$ cat src/bcd_consts.svh
// constants of the branch and control decoder: opcodes, fields, lengths, timings
// assumes inclusion by bare name from the package and the design modules
`ifndef BCD_CONSTS_SVH
`define BCD_CONSTS_SVH

// program counter after reset
`define RESET_PC       12'h000
// fixed opcodes of the inherent control group
`define OP_NOP         8'h04
`define OP_INTERRUPT_EXIT        8'h4D
`define OP_RET         8'hCD
`define OP_STOP        8'h6D
`define OP_WAIT        8'hED
// opcode fields
`define F_CLASS        2:0
`define F_KIND         3
`define F_SENSE        4
`define F_HI           7:4
`define F_DISP5        7:3
`define F_IDX_A        5
`define F_IDX_B        6
`define F_IDX_C        7
// low three bits that select each class
`define CL_BR_NZ       3'h0
`define CL_JUMP        3'h1
`define CL_BR_NC       3'h2
`define CL_BIT         3'h3
`define CL_BR_Z        3'h4
`define CL_CTRL        3'h5
`define CL_BR_C        3'h6
// instruction lengths in bytes
`define LEN_1          2'h1
`define LEN_2          2'h2
`define LEN_3          2'h3
// instruction durations in cycles
`define CYC_2          3'h2
`define CYC_4          3'h4
`define CYC_5          3'h5
// sequencing steps
`define STEP_OP        3'h0
`define STEP_B2        3'h1
`define STEP_B3        3'h2
`define STEP_ONE       3'h1
// the long displacement counts from the instruction plus two
`define LONG_BASE      12'h002

`endif

$ cat src/bcd_pkg.sv
// types shared by the branch and control decoder modules
// assumes bcd_consts.svh next to it
`include "bcd_consts.svh"

package bcd_pkg;

   typedef enum logic [3:0] {
      CLS_BR_NZ   = 4'h0,
      CLS_BR_NC   = 4'h1,
      CLS_BR_Z    = 4'h2,
      CLS_BR_C    = 4'h3,
      CLS_NOP     = 4'h4,
      CLS_JUMP    = 4'h5,
      CLS_CALL    = 4'h6,
      CLS_BTEST   = 4'h7,
      CLS_BSETCLR = 4'h8,
      CLS_RET     = 4'h9,
      CLS_INTERRUPT_EXIT    = 4'hA,
      CLS_STOP    = 4'hB,
      CLS_WAIT    = 4'hC,
      CLS_ILLEGAL = 4'hD
   } op_class_type;

   typedef struct packed {
      logic [2:0]  step;
      logic [7:0]  opcode;
      logic [7:0]  byte2;
      logic [7:0]  byte3;
      logic        bitval;
      logic [11:0] pc;
      logic [11:0] prog_addr;
      logic        z;
      logic        c;
      logic [7:0]  data_addr;
      logic [7:0]  data_wr_data;
      logic        data_we;
   } core_state_type;

endpackage

$ cat src/op_classify.sv
// opcode classifier: class, length in bytes and duration in cycles
// assumes a plain opcode byte; purely combinational
`timescale 1ns/1ps
`default_nettype none
`include "bcd_consts.svh"

module op_classify (
   input  wire logic                 [7:0] opcode,
   output bcd_pkg::op_class_type           cls,
   output logic                      [1:0] len,
   output logic                      [2:0] cycles
);
   import bcd_pkg::*;

   always_comb begin
      cls = CLS_ILLEGAL;
      // [RULE_15] class from low bits
      case (opcode[`F_CLASS])
         `CL_BR_NZ: cls = CLS_BR_NZ;
         `CL_BR_NC: cls = CLS_BR_NC;
         `CL_BR_C:  cls = CLS_BR_C;
         `CL_BR_Z:  cls = (opcode == `OP_NOP) ? CLS_NOP : CLS_BR_Z;
         `CL_JUMP:  cls = opcode[`F_KIND] ? CLS_JUMP : CLS_CALL;
         // [RULE_09] set/clear versus test
         `CL_BIT:   cls = opcode[`F_KIND] ? CLS_BSETCLR : CLS_BTEST;
         `CL_CTRL: begin
            // [RULE_16] unlisted slots illegal
            case (opcode)
               `OP_INTERRUPT_EXIT: cls = CLS_INTERRUPT_EXIT;
               `OP_RET:  cls = CLS_RET;
               `OP_STOP: cls = CLS_STOP;
               `OP_WAIT: cls = CLS_WAIT;
               default:  cls = CLS_ILLEGAL;
            endcase
         end
         default: cls = CLS_ILLEGAL;
      endcase
   end

   always_comb begin
      len    = `LEN_1;
      cycles = `CYC_2;
      case (cls)
         // [RULE_08] two bytes four cycles
         CLS_BSETCLR: begin
            len    = `LEN_2;
            cycles = `CYC_4;
         end
         // [RULE_13] two bytes four cycles
         CLS_JUMP, CLS_CALL: begin
            len    = `LEN_2;
            cycles = `CYC_4;
         end
         // [RULE_04] three bytes five cycles
         CLS_BTEST: begin
            len    = `LEN_3;
            cycles = `CYC_5;
         end
         // [RULE_02] short branches one byte
         // [RULE_11] control ops two cycles
         default: begin
            len    = `LEN_1;
            cycles = `CYC_2;
         end
      endcase
   end

endmodule
`default_nettype wire

$ cat src/pc_offset_adder.sv
// program address plus a sign-extended displacement, wrapping in program space
// assumes two's complement displacement narrower than the address
`timescale 1ns/1ps
`default_nettype none

module pc_offset_adder #(
   parameter int ADDR_W = 12,
   parameter int OFF_W  = 5
) (
   input  wire logic [ADDR_W-1:0] base,
   input  wire logic [OFF_W-1:0]  offset,
   output logic      [ADDR_W-1:0] target
);
   logic [ADDR_W-1:0] off_ext;

   assign off_ext = {{(ADDR_W-OFF_W){offset[OFF_W-1]}}, offset};
   assign target  = base + off_ext;

endmodule
`default_nettype wire

$ cat src/branch_control_decoder.sv
// sequencer for branch, bit manipulation, control and jump/call instructions
// assumes program and data memories answer combinationally to the addresses
// driven here, and a return stack outside that supplies its top entry
`timescale 1ns/1ps
`default_nettype none
`include "bcd_consts.svh"

// Functional notes
// [RULE_01] branch only when condition holds
// [RULE_02] short branches: 1 byte, 2 cycles
// [RULE_03] 5-bit signed reach -15 to +16
// [RULE_04] bit-clear test: 3 bytes, 5 cycles
// [RULE_05] bit-set test: 3 bytes, 5 cycles
// [RULE_06] tested bit copied into carry
// [RULE_07] 8-bit displacement reach -126 to +129
// [RULE_08] set/clear any byte: 2 bytes, 4 cycles
// [RULE_09] set/clear and test are separate subgroups
// [RULE_10] software avoids read-modify-write on ports
// [RULE_11] control ops 1 byte, 2 cycles
// [RULE_12] watchdog selected turns stop into wait
// [RULE_13] 12-bit jump/call: 2 bytes, 4 cycles
// [RULE_14] direction bit, four-bit span magnitude
// [RULE_15] class selected by opcode low bits
// [RULE_16] bit index/sense in high bits; rest illegal
module branch_control_decoder (
   input  wire logic        mclk,
   input  wire logic        srst,
   output logic      [11:0] prog_addr,
   input  wire logic  [7:0] prog_data,
   output logic       [7:0] data_addr,
   input  wire logic  [7:0] data_rd_data,
   output logic       [7:0] data_wr_data,
   output logic             data_we,
   output logic             stack_push,
   output logic      [11:0] push_addr,
   output logic             stack_pop,
   input  wire logic [11:0] stack_top,
   input  wire logic        interrupt_exit_z,
   input  wire logic        interrupt_exit_c,
   input  wire logic        watchdog_sel,
   output logic             stop_req,
   output logic             wait_req,
   output logic             illegal_op,
   output logic             instr_done,
   output logic      [11:0] pc,
   output logic             flag_z,
   output logic             flag_c
);
   import bcd_pkg::*;

   // ----------------------------------------------------------------
   // state and decode
   // ----------------------------------------------------------------
   core_state_type s_q;
   core_state_type s_d;

   logic [7:0]   op_cur;
   op_class_type cls;
   logic [1:0]   len;
   logic [2:0]   cycles;
   logic         last;
   logic [2:0]   bit_idx;
   logic [11:0] short_target;
   logic [11:0] long_target;
   logic [11:0] long_base;
   logic        taken;
   logic [11:0] next_pc;

   assign op_cur = (s_q.step == `STEP_OP) ? prog_data : s_q.opcode;

   op_classify u_classify (
      .opcode (op_cur),
      .cls    (cls),
      .len    (len),
      .cycles (cycles)
   );

   assign last = (s_q.step == (cycles - `STEP_ONE));

   // [RULE_16] bit index from high bits
   assign bit_idx = {s_q.opcode[`F_IDX_A], s_q.opcode[`F_IDX_B], s_q.opcode[`F_IDX_C]};

   // ----------------------------------------------------------------
   // branch targets
   // ----------------------------------------------------------------
   // [RULE_03] next address plus signed 5-bit
   // [RULE_14] direction and span from opcode
   pc_offset_adder #(
      .ADDR_W (12),
      .OFF_W  (5)
   ) u_short_add (
      .base   (s_q.prog_addr),
      .offset (s_q.opcode[`F_DISP5]),
      .target (short_target)
   );

   assign long_base = s_q.pc + `LONG_BASE;

   // [RULE_07] instruction plus two, signed 8-bit
   pc_offset_adder #(
      .ADDR_W (12),
      .OFF_W  (8)
   ) u_long_add (
      .base   (long_base),
      .offset (s_q.byte3),
      .target (long_target)
   );

   // ----------------------------------------------------------------
   // condition and next program counter
   // ----------------------------------------------------------------
   always_comb begin
      taken   = 1'b0;
      next_pc = s_q.prog_addr;
      // [RULE_01] branch on selected condition
      case (cls)
         CLS_BR_NZ: taken = ~s_q.z;
         CLS_BR_NC: taken = ~s_q.c;
         CLS_BR_Z:  taken = s_q.z;
         CLS_BR_C:  taken = s_q.c;
         // [RULE_04] clear-sense test
         // [RULE_05] set-sense test
         CLS_BTEST: taken = (s_q.bitval == s_q.opcode[`F_SENSE]);
         default:   taken = 1'b0;
      endcase
      case (cls)
         CLS_BR_NZ, CLS_BR_NC, CLS_BR_Z, CLS_BR_C: begin
            if (taken) begin
               next_pc = short_target;
            end
         end
         CLS_BTEST: begin
            if (taken) begin
               next_pc = long_target;
            end
         end
         // [RULE_13] 12-bit absolute target
         CLS_JUMP, CLS_CALL: next_pc = {s_q.opcode[`F_HI], s_q.byte2};
         CLS_RET, CLS_INTERRUPT_EXIT:  next_pc = stack_top;
         default:            next_pc = s_q.prog_addr;
      endcase
   end

   // ----------------------------------------------------------------
   // sequencing
   // ----------------------------------------------------------------
   always_comb begin
      s_d         = s_q;
      s_d.data_we = 1'b0;
      if (s_q.step == `STEP_OP) begin
         s_d.opcode = prog_data;
      end
      if (s_q.step == `STEP_B2 && len != `LEN_1) begin
         s_d.byte2     = prog_data;
         s_d.data_addr = prog_data;
      end
      if (s_q.step == `STEP_B3) begin
         if (len == `LEN_3) begin
            s_d.byte3 = prog_data;
         end
         s_d.bitval = data_rd_data[bit_idx];
         // [RULE_08] read-modify-write of one bit
         if (cls == CLS_BSETCLR) begin
            s_d.data_wr_data          = data_rd_data;
            s_d.data_wr_data[bit_idx] = s_q.opcode[`F_SENSE];
            s_d.data_we               = 1'b1;
         end
      end
      if ({1'b0, s_q.step} < {1'b0, len}) begin
         s_d.prog_addr = s_q.prog_addr + 12'h001;
      end
      if (last) begin
         s_d.step      = `STEP_OP;
         s_d.pc        = next_pc;
         s_d.prog_addr = next_pc;
         // [RULE_06] tested bit into carry
         if (cls == CLS_BTEST) begin
            s_d.c = s_q.bitval;
         end
         // [RULE_11] of the control ops only interrupt exit touches flags
         if (cls == CLS_INTERRUPT_EXIT) begin
            s_d.z = interrupt_exit_z;
            s_d.c = interrupt_exit_c;
         end
      end else begin
         s_d.step = s_q.step + `STEP_ONE;
      end
   end

   always_ff @(posedge mclk) begin
      if (srst) begin
         s_q              <= '0;
         s_q.pc           <= `RESET_PC;
         s_q.prog_addr    <= `RESET_PC;
      end else begin
         s_q <= s_d;
      end
   end

   // ----------------------------------------------------------------
   // outputs
   // ----------------------------------------------------------------
   assign prog_addr    = s_q.prog_addr;
   assign data_addr    = s_q.data_addr;
   assign data_wr_data = s_q.data_wr_data;
   assign data_we      = s_q.data_we;
   assign push_addr    = s_q.prog_addr;
   assign pc           = s_q.pc;
   assign flag_z       = s_q.z;
   assign flag_c       = s_q.c;
   assign instr_done   = last;
   assign stack_push   = last && (cls == CLS_CALL);
   assign stack_pop    = last && (cls == CLS_RET || cls == CLS_INTERRUPT_EXIT);
   // [RULE_12] watchdog forces wait
   assign stop_req     = last && (cls == CLS_STOP) && !watchdog_sel;
   assign wait_req     = last && (cls == CLS_WAIT || (cls == CLS_STOP && watchdog_sel));
   assign illegal_op   = last && (cls == CLS_ILLEGAL);

endmodule
`default_nettype wire

$ cat config.mk
export PLATFORM = sky130hd
export DESIGN_NAME = branch_control_decoder
export DESIGN_NICKNAME = d
export VERILOG_FILES = /design/src/bcd_pkg.sv /design/src/op_classify.sv /design/src/pc_offset_adder.sv /design/src/branch_control_decoder.sv
export VERILOG_INCLUDE_DIRS = /design/src
export SDC_FILE = /design/constraint.sdc
export NUM_CORES = 1
export LEC_CHECK = 0
export CAP_MARGIN = 20
export CORE_ASPECT_RATIO = 0.75
export CORE_MARGIN = 2
export CORE_UTILIZATION = 30
export DETAILED_ROUTE_END_ITERATION = 8
export DONT_BUFFER_PORTS = 1
export PLACE_DENSITY_LB_ADDON = 0.05
export REMOVE_ABC_BUFFERS = 1
export SLEW_MARGIN = 20
export SYNTH_ARGS = -nofsm -noshare
export SYNTH_HDL_FRONTEND = slang
export SYNTH_SLANG_ARGS = --single-unit
$ cat constraint.sdc
create_clock -name mclk -period 9.97 [get_ports mclk]
set_input_delay 1.994 -clock mclk [delete_from_list [all_inputs] [get_ports mclk]]
set_output_delay 1.994 -clock mclk [all_outputs]
set_load 0.01 [all_outputs]
======== Word-level counts from Yosys, hierarchy flattened ========
Cells that the tools add are included.
storage, ports and cells
  flip-flop bits (word level) ............. 63
  latch bits .............................. 0
  bits in writable memories ............... 0
  ROM bits ................................ 0
  bits of input ports ..................... 33
  logic and storage cells ................. 101
  memories ................................ 0
cells by class
  $add $sub $neg .......................... 6
  $mul .................................... 0
  div/mod/pow operators ................... 0
  magnitude comparators ................... 3
  equal/unequal tests ..................... 29
  shifts and indexed selects .............. 0
  muxes and demuxes ....................... 22
  bitwise gates (word level) .............. 3
  reduce and logical (&&, ||, !) cells .... 27
operators by type and width
  kind                                                  number
  one-hot mux 12 bit (4 select lines)                   1
  two-way mux 12 bit                                    3
  one-hot mux 4 bit (7 select lines)                    1
  adder 12 bit                                          2
  equality test 4 bit (second input constant)           6
  equality test 8 x 7 -> 1 bit (second input constant)  2
  equality test 8 bit (second input constant)           2
  two-way mux 14 bit                                    1
  adder 12 x 1 -> 12 bit (second input constant)        1
  adder 12 x 2 -> 12 bit (second input constant)        1
  equality test 4 x 3 -> 1 bit (second input constant)  3
  one-hot mux 3 bit (4 select lines)                    1
  equality test 3 x 2 -> 1 bit (second input constant)  3
  equality test 3 bit (second input constant)           3
  logical AND 1 bit                                     9
  bitwise mux 8 bit                                     1
  equality test 4 x 2 -> 1 bit (second input constant)  2
  equality test 8 x 3 -> 1 bit (second input constant)  1
  two-way mux 8 bit                                     1
  AND reduction 2 bit                                   4
  OR reduction 2 bit                                    4
  equality test 3 x 1 -> 1 bit (second input constant)  2
  logical NOT 3 bit                                     2
  one-hot mux 3 bit (2 select lines)                    1
  other kinds (25)                                      33

======== Depth between registers and ports, before layout ========
  depth in word-level cells ............... 12
  gate-level depth with buffers ........... 14

======== By module ========
A second synthesis with hierarchy kept.
unflattened totals
  cell total of the unflattened synthesis .. 690
  area, all modules ....................... 5674.2 um^2
by module, submodules not included
  module                  times used  cells an instance  area each (um^2)
  branch_control_decoder  1           543                4471.8
  pc_offset_adder         2           59                 503.0
  op_classify             1           29                 196.4

======== Worst setup path before layout ========
Ideal clock, no wire load.
  path type ............................... input to output
  start ................................... input prog_data[6]
  end ..................................... output stack_pop
  arrival ................................. 4.130 ns
  required time ........................... 7.976 ns
  path slack .............................. 3.846 ns
  cell stages on the path ................. 9
  path buffers ............................ 1
  cell sequence ........................... nor4bb_1 a31oi_1 o31ai_2 a2111o_1 a21boi_2 mux2i_4 inv_4 buf_2 and2_1
between the ends
  longest elaborated chain between the ends .. 10
  elaborated cells on any way between the ends .. 21
  classes of those cells .................. add/sub (1); eq/ne (12); mux (5); reduce/logical (3)
RTL lines
  item                                                                     RTL line                              text
  start: declaration                                                       branch_control_decoder.sv:29          input wire logic [7:0] prog_data,
  two-way mux 8 bit (*)                                                    n/a
  equality test 8 bit (tied with other cells)                              op_classify.sv:28                     case (opcode)
  one-hot mux 3 bit (4 select lines) or two-way mux 3 bit (tied branches)  op_classify.sv:28, op_classify.sv:22
  one-hot mux 4 bit (7 select lines) (*)                                   op_classify.sv:18                     case (opcode[`F_CLASS])
  equality test 4 bit or equality test 4 x 3 -> 1 bit (tied branches)      op_classify.sv:43                     case (cls)
  OR reduction 3 bit (no source line)                                      n/a
  one-hot mux 3 bit (2 select lines) (*)                                   op_classify.sv:43
  subtractor 3 x 1 -> 3 bit (no source line) (*)                           n/a
  equality test 3 bit (*)                                                  branch_control_decoder.sv:78          assign last = (s_q.step == (cycles - `STEP_ONE));
  named net instr_done                                                     branch_control_decoder.sv:44          output logic instr_done,
  logical AND 1 bit (*)                                                    branch_control_decoder.sv:213         assign stack_pop = last && (cls == CLS_RET || cls == CLS_INTERRUPT_EXIT);
  end: declaration                                                         branch_control_decoder.sv:36          output logic stack_pop,
Mark *: on every way through the listed nets, which the timed path passes. The rest lies on a longest branch.

======== Worst setup path after layout ========
  start ................................... input prog_data[6]
  end ..................................... output stop_req
between the ends
  longest elaborated chain between the ends .. 11
  elaborated cells on any way between the ends .. 20
  classes of those cells .................. add/sub (1); eq/ne (11); mux (5); reduce/logical (3)
RTL lines
  item                                                                     RTL line                              text
  two-way mux 8 bit (*)                                                    n/a
  equality test 8 bit (tied with other cells)                              op_classify.sv:28
  one-hot mux 3 bit (4 select lines) or two-way mux 3 bit (tied branches)  op_classify.sv:28, op_classify.sv:22
  one-hot mux 4 bit (7 select lines) (*)                                   op_classify.sv:18
  equality test 4 bit or equality test 4 x 3 -> 1 bit (tied branches)      op_classify.sv:43
  OR reduction 3 bit (no source line)                                      n/a
  one-hot mux 3 bit (2 select lines) (*)                                   op_classify.sv:43
  subtractor 3 x 1 -> 3 bit (no source line) (*)                           n/a
  equality test 3 bit (*)                                                  branch_control_decoder.sv:78
  named net instr_done                                                     branch_control_decoder.sv:44
  logical AND 1 bit (*) (2 in series)                                      branch_control_decoder.sv:215         assign stop_req = last && (cls == CLS_STOP) && !watchdog_sel;
  end: declaration                                                         branch_control_decoder.sv:41          output logic stop_req,
Marked as above.

==> reports/qor.yml <==
drt-initial-drc-count: 292
slew_violations: 0
synth_edf_count: 0
wirelength_mm: 18.6
hpwl_mm: 13.7
cp.arrival_ns: 4.56
start_util_pct: 30.9
rsz0062_at_grt: "false"
critPathMaxFanout: 19
ctsHoldBuffers: 0
gp_congestion: 0.856
multi_input_comb_area_mm2: 0.00333
yosysWarningCount: 0
clk_pin_slew_ns: 0.06
die_h_um: 118
crit_required_ns: 7.98
final_area_mm2: 0.00535
grt_most_used_layer: "met1"
clockRootBuffer: "clkbuf_16"
setup_violations: 0
ys_ff_latch: 63
synth.yosys.seq_area_share_pct: 24.1
post_drt_wl_per_cell_um: 23.1
cts_made_buffers: 9
yosys.area_share.xor_xnor_pct: 5.70
h-tree-depth: 3
fillers: 1817
syn-instance-count: 645
met3_usage_pct: 5.68
rows: 41
synth.area.top_cells: "dfxtp_1, ha_1, buf_4"
routed_via_density: 5.63
antenna_cells: 0
grt_pass1_vias: 4205
vias: 4517
synth_cell_types: 73
syn_avg_cell_area_um2: 8.10
tightest_slew_ns: 1.20
outcome: "finished, final reports clean"
min_period_ns: 6.56
synthTopCellsByCount: "dfxtp_1, buf_4, nand2_1"
finalHoldViolations: 0
clockBufferDepth: 2
dieArea_mm2: 0.0185
tns_ns: 0
placed_area_mm2: 0.00505
cts_sinks: 63
min_period_over_period_pct: 65.8
yosys.cell_count.top_type: "dfxtp_1"
use_met2_pct: 28.2
grt_pass1_wl_mm: 27.8
fmax_mhz: 153
portBuffers: 0
power_frac_comb_pct: 55.8
use_met1_pct: 30.4
first_pass_iters: 4
power_frac_clock_pct: 18.4
regArea_mm2: 0.00126
swShare_pct: 51.2
drive_above_1_share_pct: 8.84
yosysTopAreaCell: "dfxtp_1"
internal_power_mw: 0.879
cts_setup_buffers: 0
crit_path_end_kind: "output port"
grt_max_degree: 53
synth-simple-area-share_pct: 18.5
fin_nets: 656
synth_top_family_by_area: "compound AO/OA/AOI/OAI gates"
track_usage_pct: 20.3
clock_latency_ns: 0.35
drc_errors: 0
startpoint_type: "primary input"
max_cap_viol_count: 0
power.density_mw_per_mm2: 337
slew_headroom_pct: 19.2
switching_power_mw: 0.921
drtAntennaViolNets: 0
design.core.area_mm2: 0.0169
critPathKind: "primary input to output port"
die-width_um: 156
p_leak_nw: 2.02
netlist_area_mm2: 0.00523
p_seq_share_pct: 25.7
clock_skew_ns: 0.0104
synth_top_cell_area_share_pct: 24.1
ys_async_sr_fraction_pct: 0
ys.flop_type: "dfxtp_1"
post_cts_resized: 0
cts_tree: "done"
power_mw: 1.80
io_pins: 94
synthAdderAreaFrac_pct: 9.86
synth_mux_area_share_pct: 6.54
syn_to_final_growth_pct: 2.27
hp-class: "register to register"
antenna_found_initial: 0
synth_compound_area_share_pct: 22.9
gr-total-overflow: 0
ir_worst_vdd_mv: 0.105
-- through the flow --
| stage | hold WS [ns] | std cells | setup slack [ns] | util (%) |
|---|---|---|---|---|
| after floorplan | 0.430 | 564 | 3.55 | - |
| after global placement | 0.448 | 787 | 3.49 | 29.8 |
| after detailed placement | 0.449 | 787 | 3.41 | 29.8 |
| after CTS | 0.457 | 803 | 3.42 | 31.6 |
| after global routing | 0.478 | 803 | 3.25 | 31.6 |
| final | 0.456 | 803 | 3.41 | 31.6 |
-- sequential cells by signal, summed over array words and instances (netlist names), 3 cells and up --
| register | count |
|---|---|
| bit_idx | 3 |
| data_addr | 8 |
| pc | 12 |
| s_q | 17 |
| prog_addr | 12 |
| data_wr_data | 8 |
-- cells in the final DEF, fill, tap and decap left out, types with 5 or more instances in the layout --
master     count
a31oi_1        8
ha_1          38
buf_4          8
mux2i_1       27
a211oi_1      16
a221oi_1      10
o21ai_0       25
a22oi_1        9
o22ai_1        7
a21oi_1       40
nor2_1        50
or3_1          6
o211ai_1      12
nand3_1       23
xnor2_1       23
xor2_1        11
and2_1         6
and3_1         5
dfxtp_1       63
nor4_1         7
clkbuf_16      9
nor3_1         9
inv_1         30
nor2b_1        6
nand2_1       52
-- worst paths after layout --
check / end / slack, ns / from / cells past startpoint
setup reg to reg: prog_addr[8]$_SDFFE_PP0P_ / 5.58 / s_q[68]$_SDFF_PP0_ / 13
hold / removal: s_q[44]$_SDFFE_PP0P_ / 0.46 / s_q[44]$_SDFFE_PP0P_ / 2
setup / recovery: stop_req / 3.41 / prog_data[6] / 10
hold reg to reg: s_q[44]$_SDFFE_PP0P_ / 0.46 / s_q[44]$_SDFFE_PP0P_ / 2
-- power by group through the flow --
stage               logic (mW)  registers [mW]  clock network (mW)
global placement         0.990           0.471                   0
floorplan                0.701           0.428                   0
CTS                      0.997           0.465               0.340
detailed placement       0.990           0.470                   0
global route              1.11           0.478               0.350
finish                    1.01           0.463               0.332
-- metal layers --
layer	part of all wire, %	wire, um	vias to the layer above
met4	1.1	206	0
met3	8.1	1510	15
met2	41	7590	160
met1	50	9270	2162
li1	-	-	2180
met5	0	0	-
-- logic make-up after synthesis --
logic type,count (synthesis)
compound gates,173
xor+xnor,34
fa+ha+maj,40
buf+inv,113
flops,63
mux,32
simple gates,190
-- critical path: stages --
cell and delay [ns]:
nor4bb_1 0.11, a31oi_1 0.55, o31ai_2 0.22, a2111o_1 0.43, a21boi_2 0.24, mux2i_4 0.09, buf_4 0.22, inv_4 0.24
nand2_1 0.14, nor3_1 0.31
-- cell type report --
cell class              count  share of cell area (%)
multi-input cells         469                    62.4
flip-flops and latches     63                    23.6
well taps                 215                    5.03
clock buffers               9                    4.21
inverters                  32                    2.29
clock inverters             7                    1.36
repair buffers              8                    1.12
(Power assumes the default switching activity.)
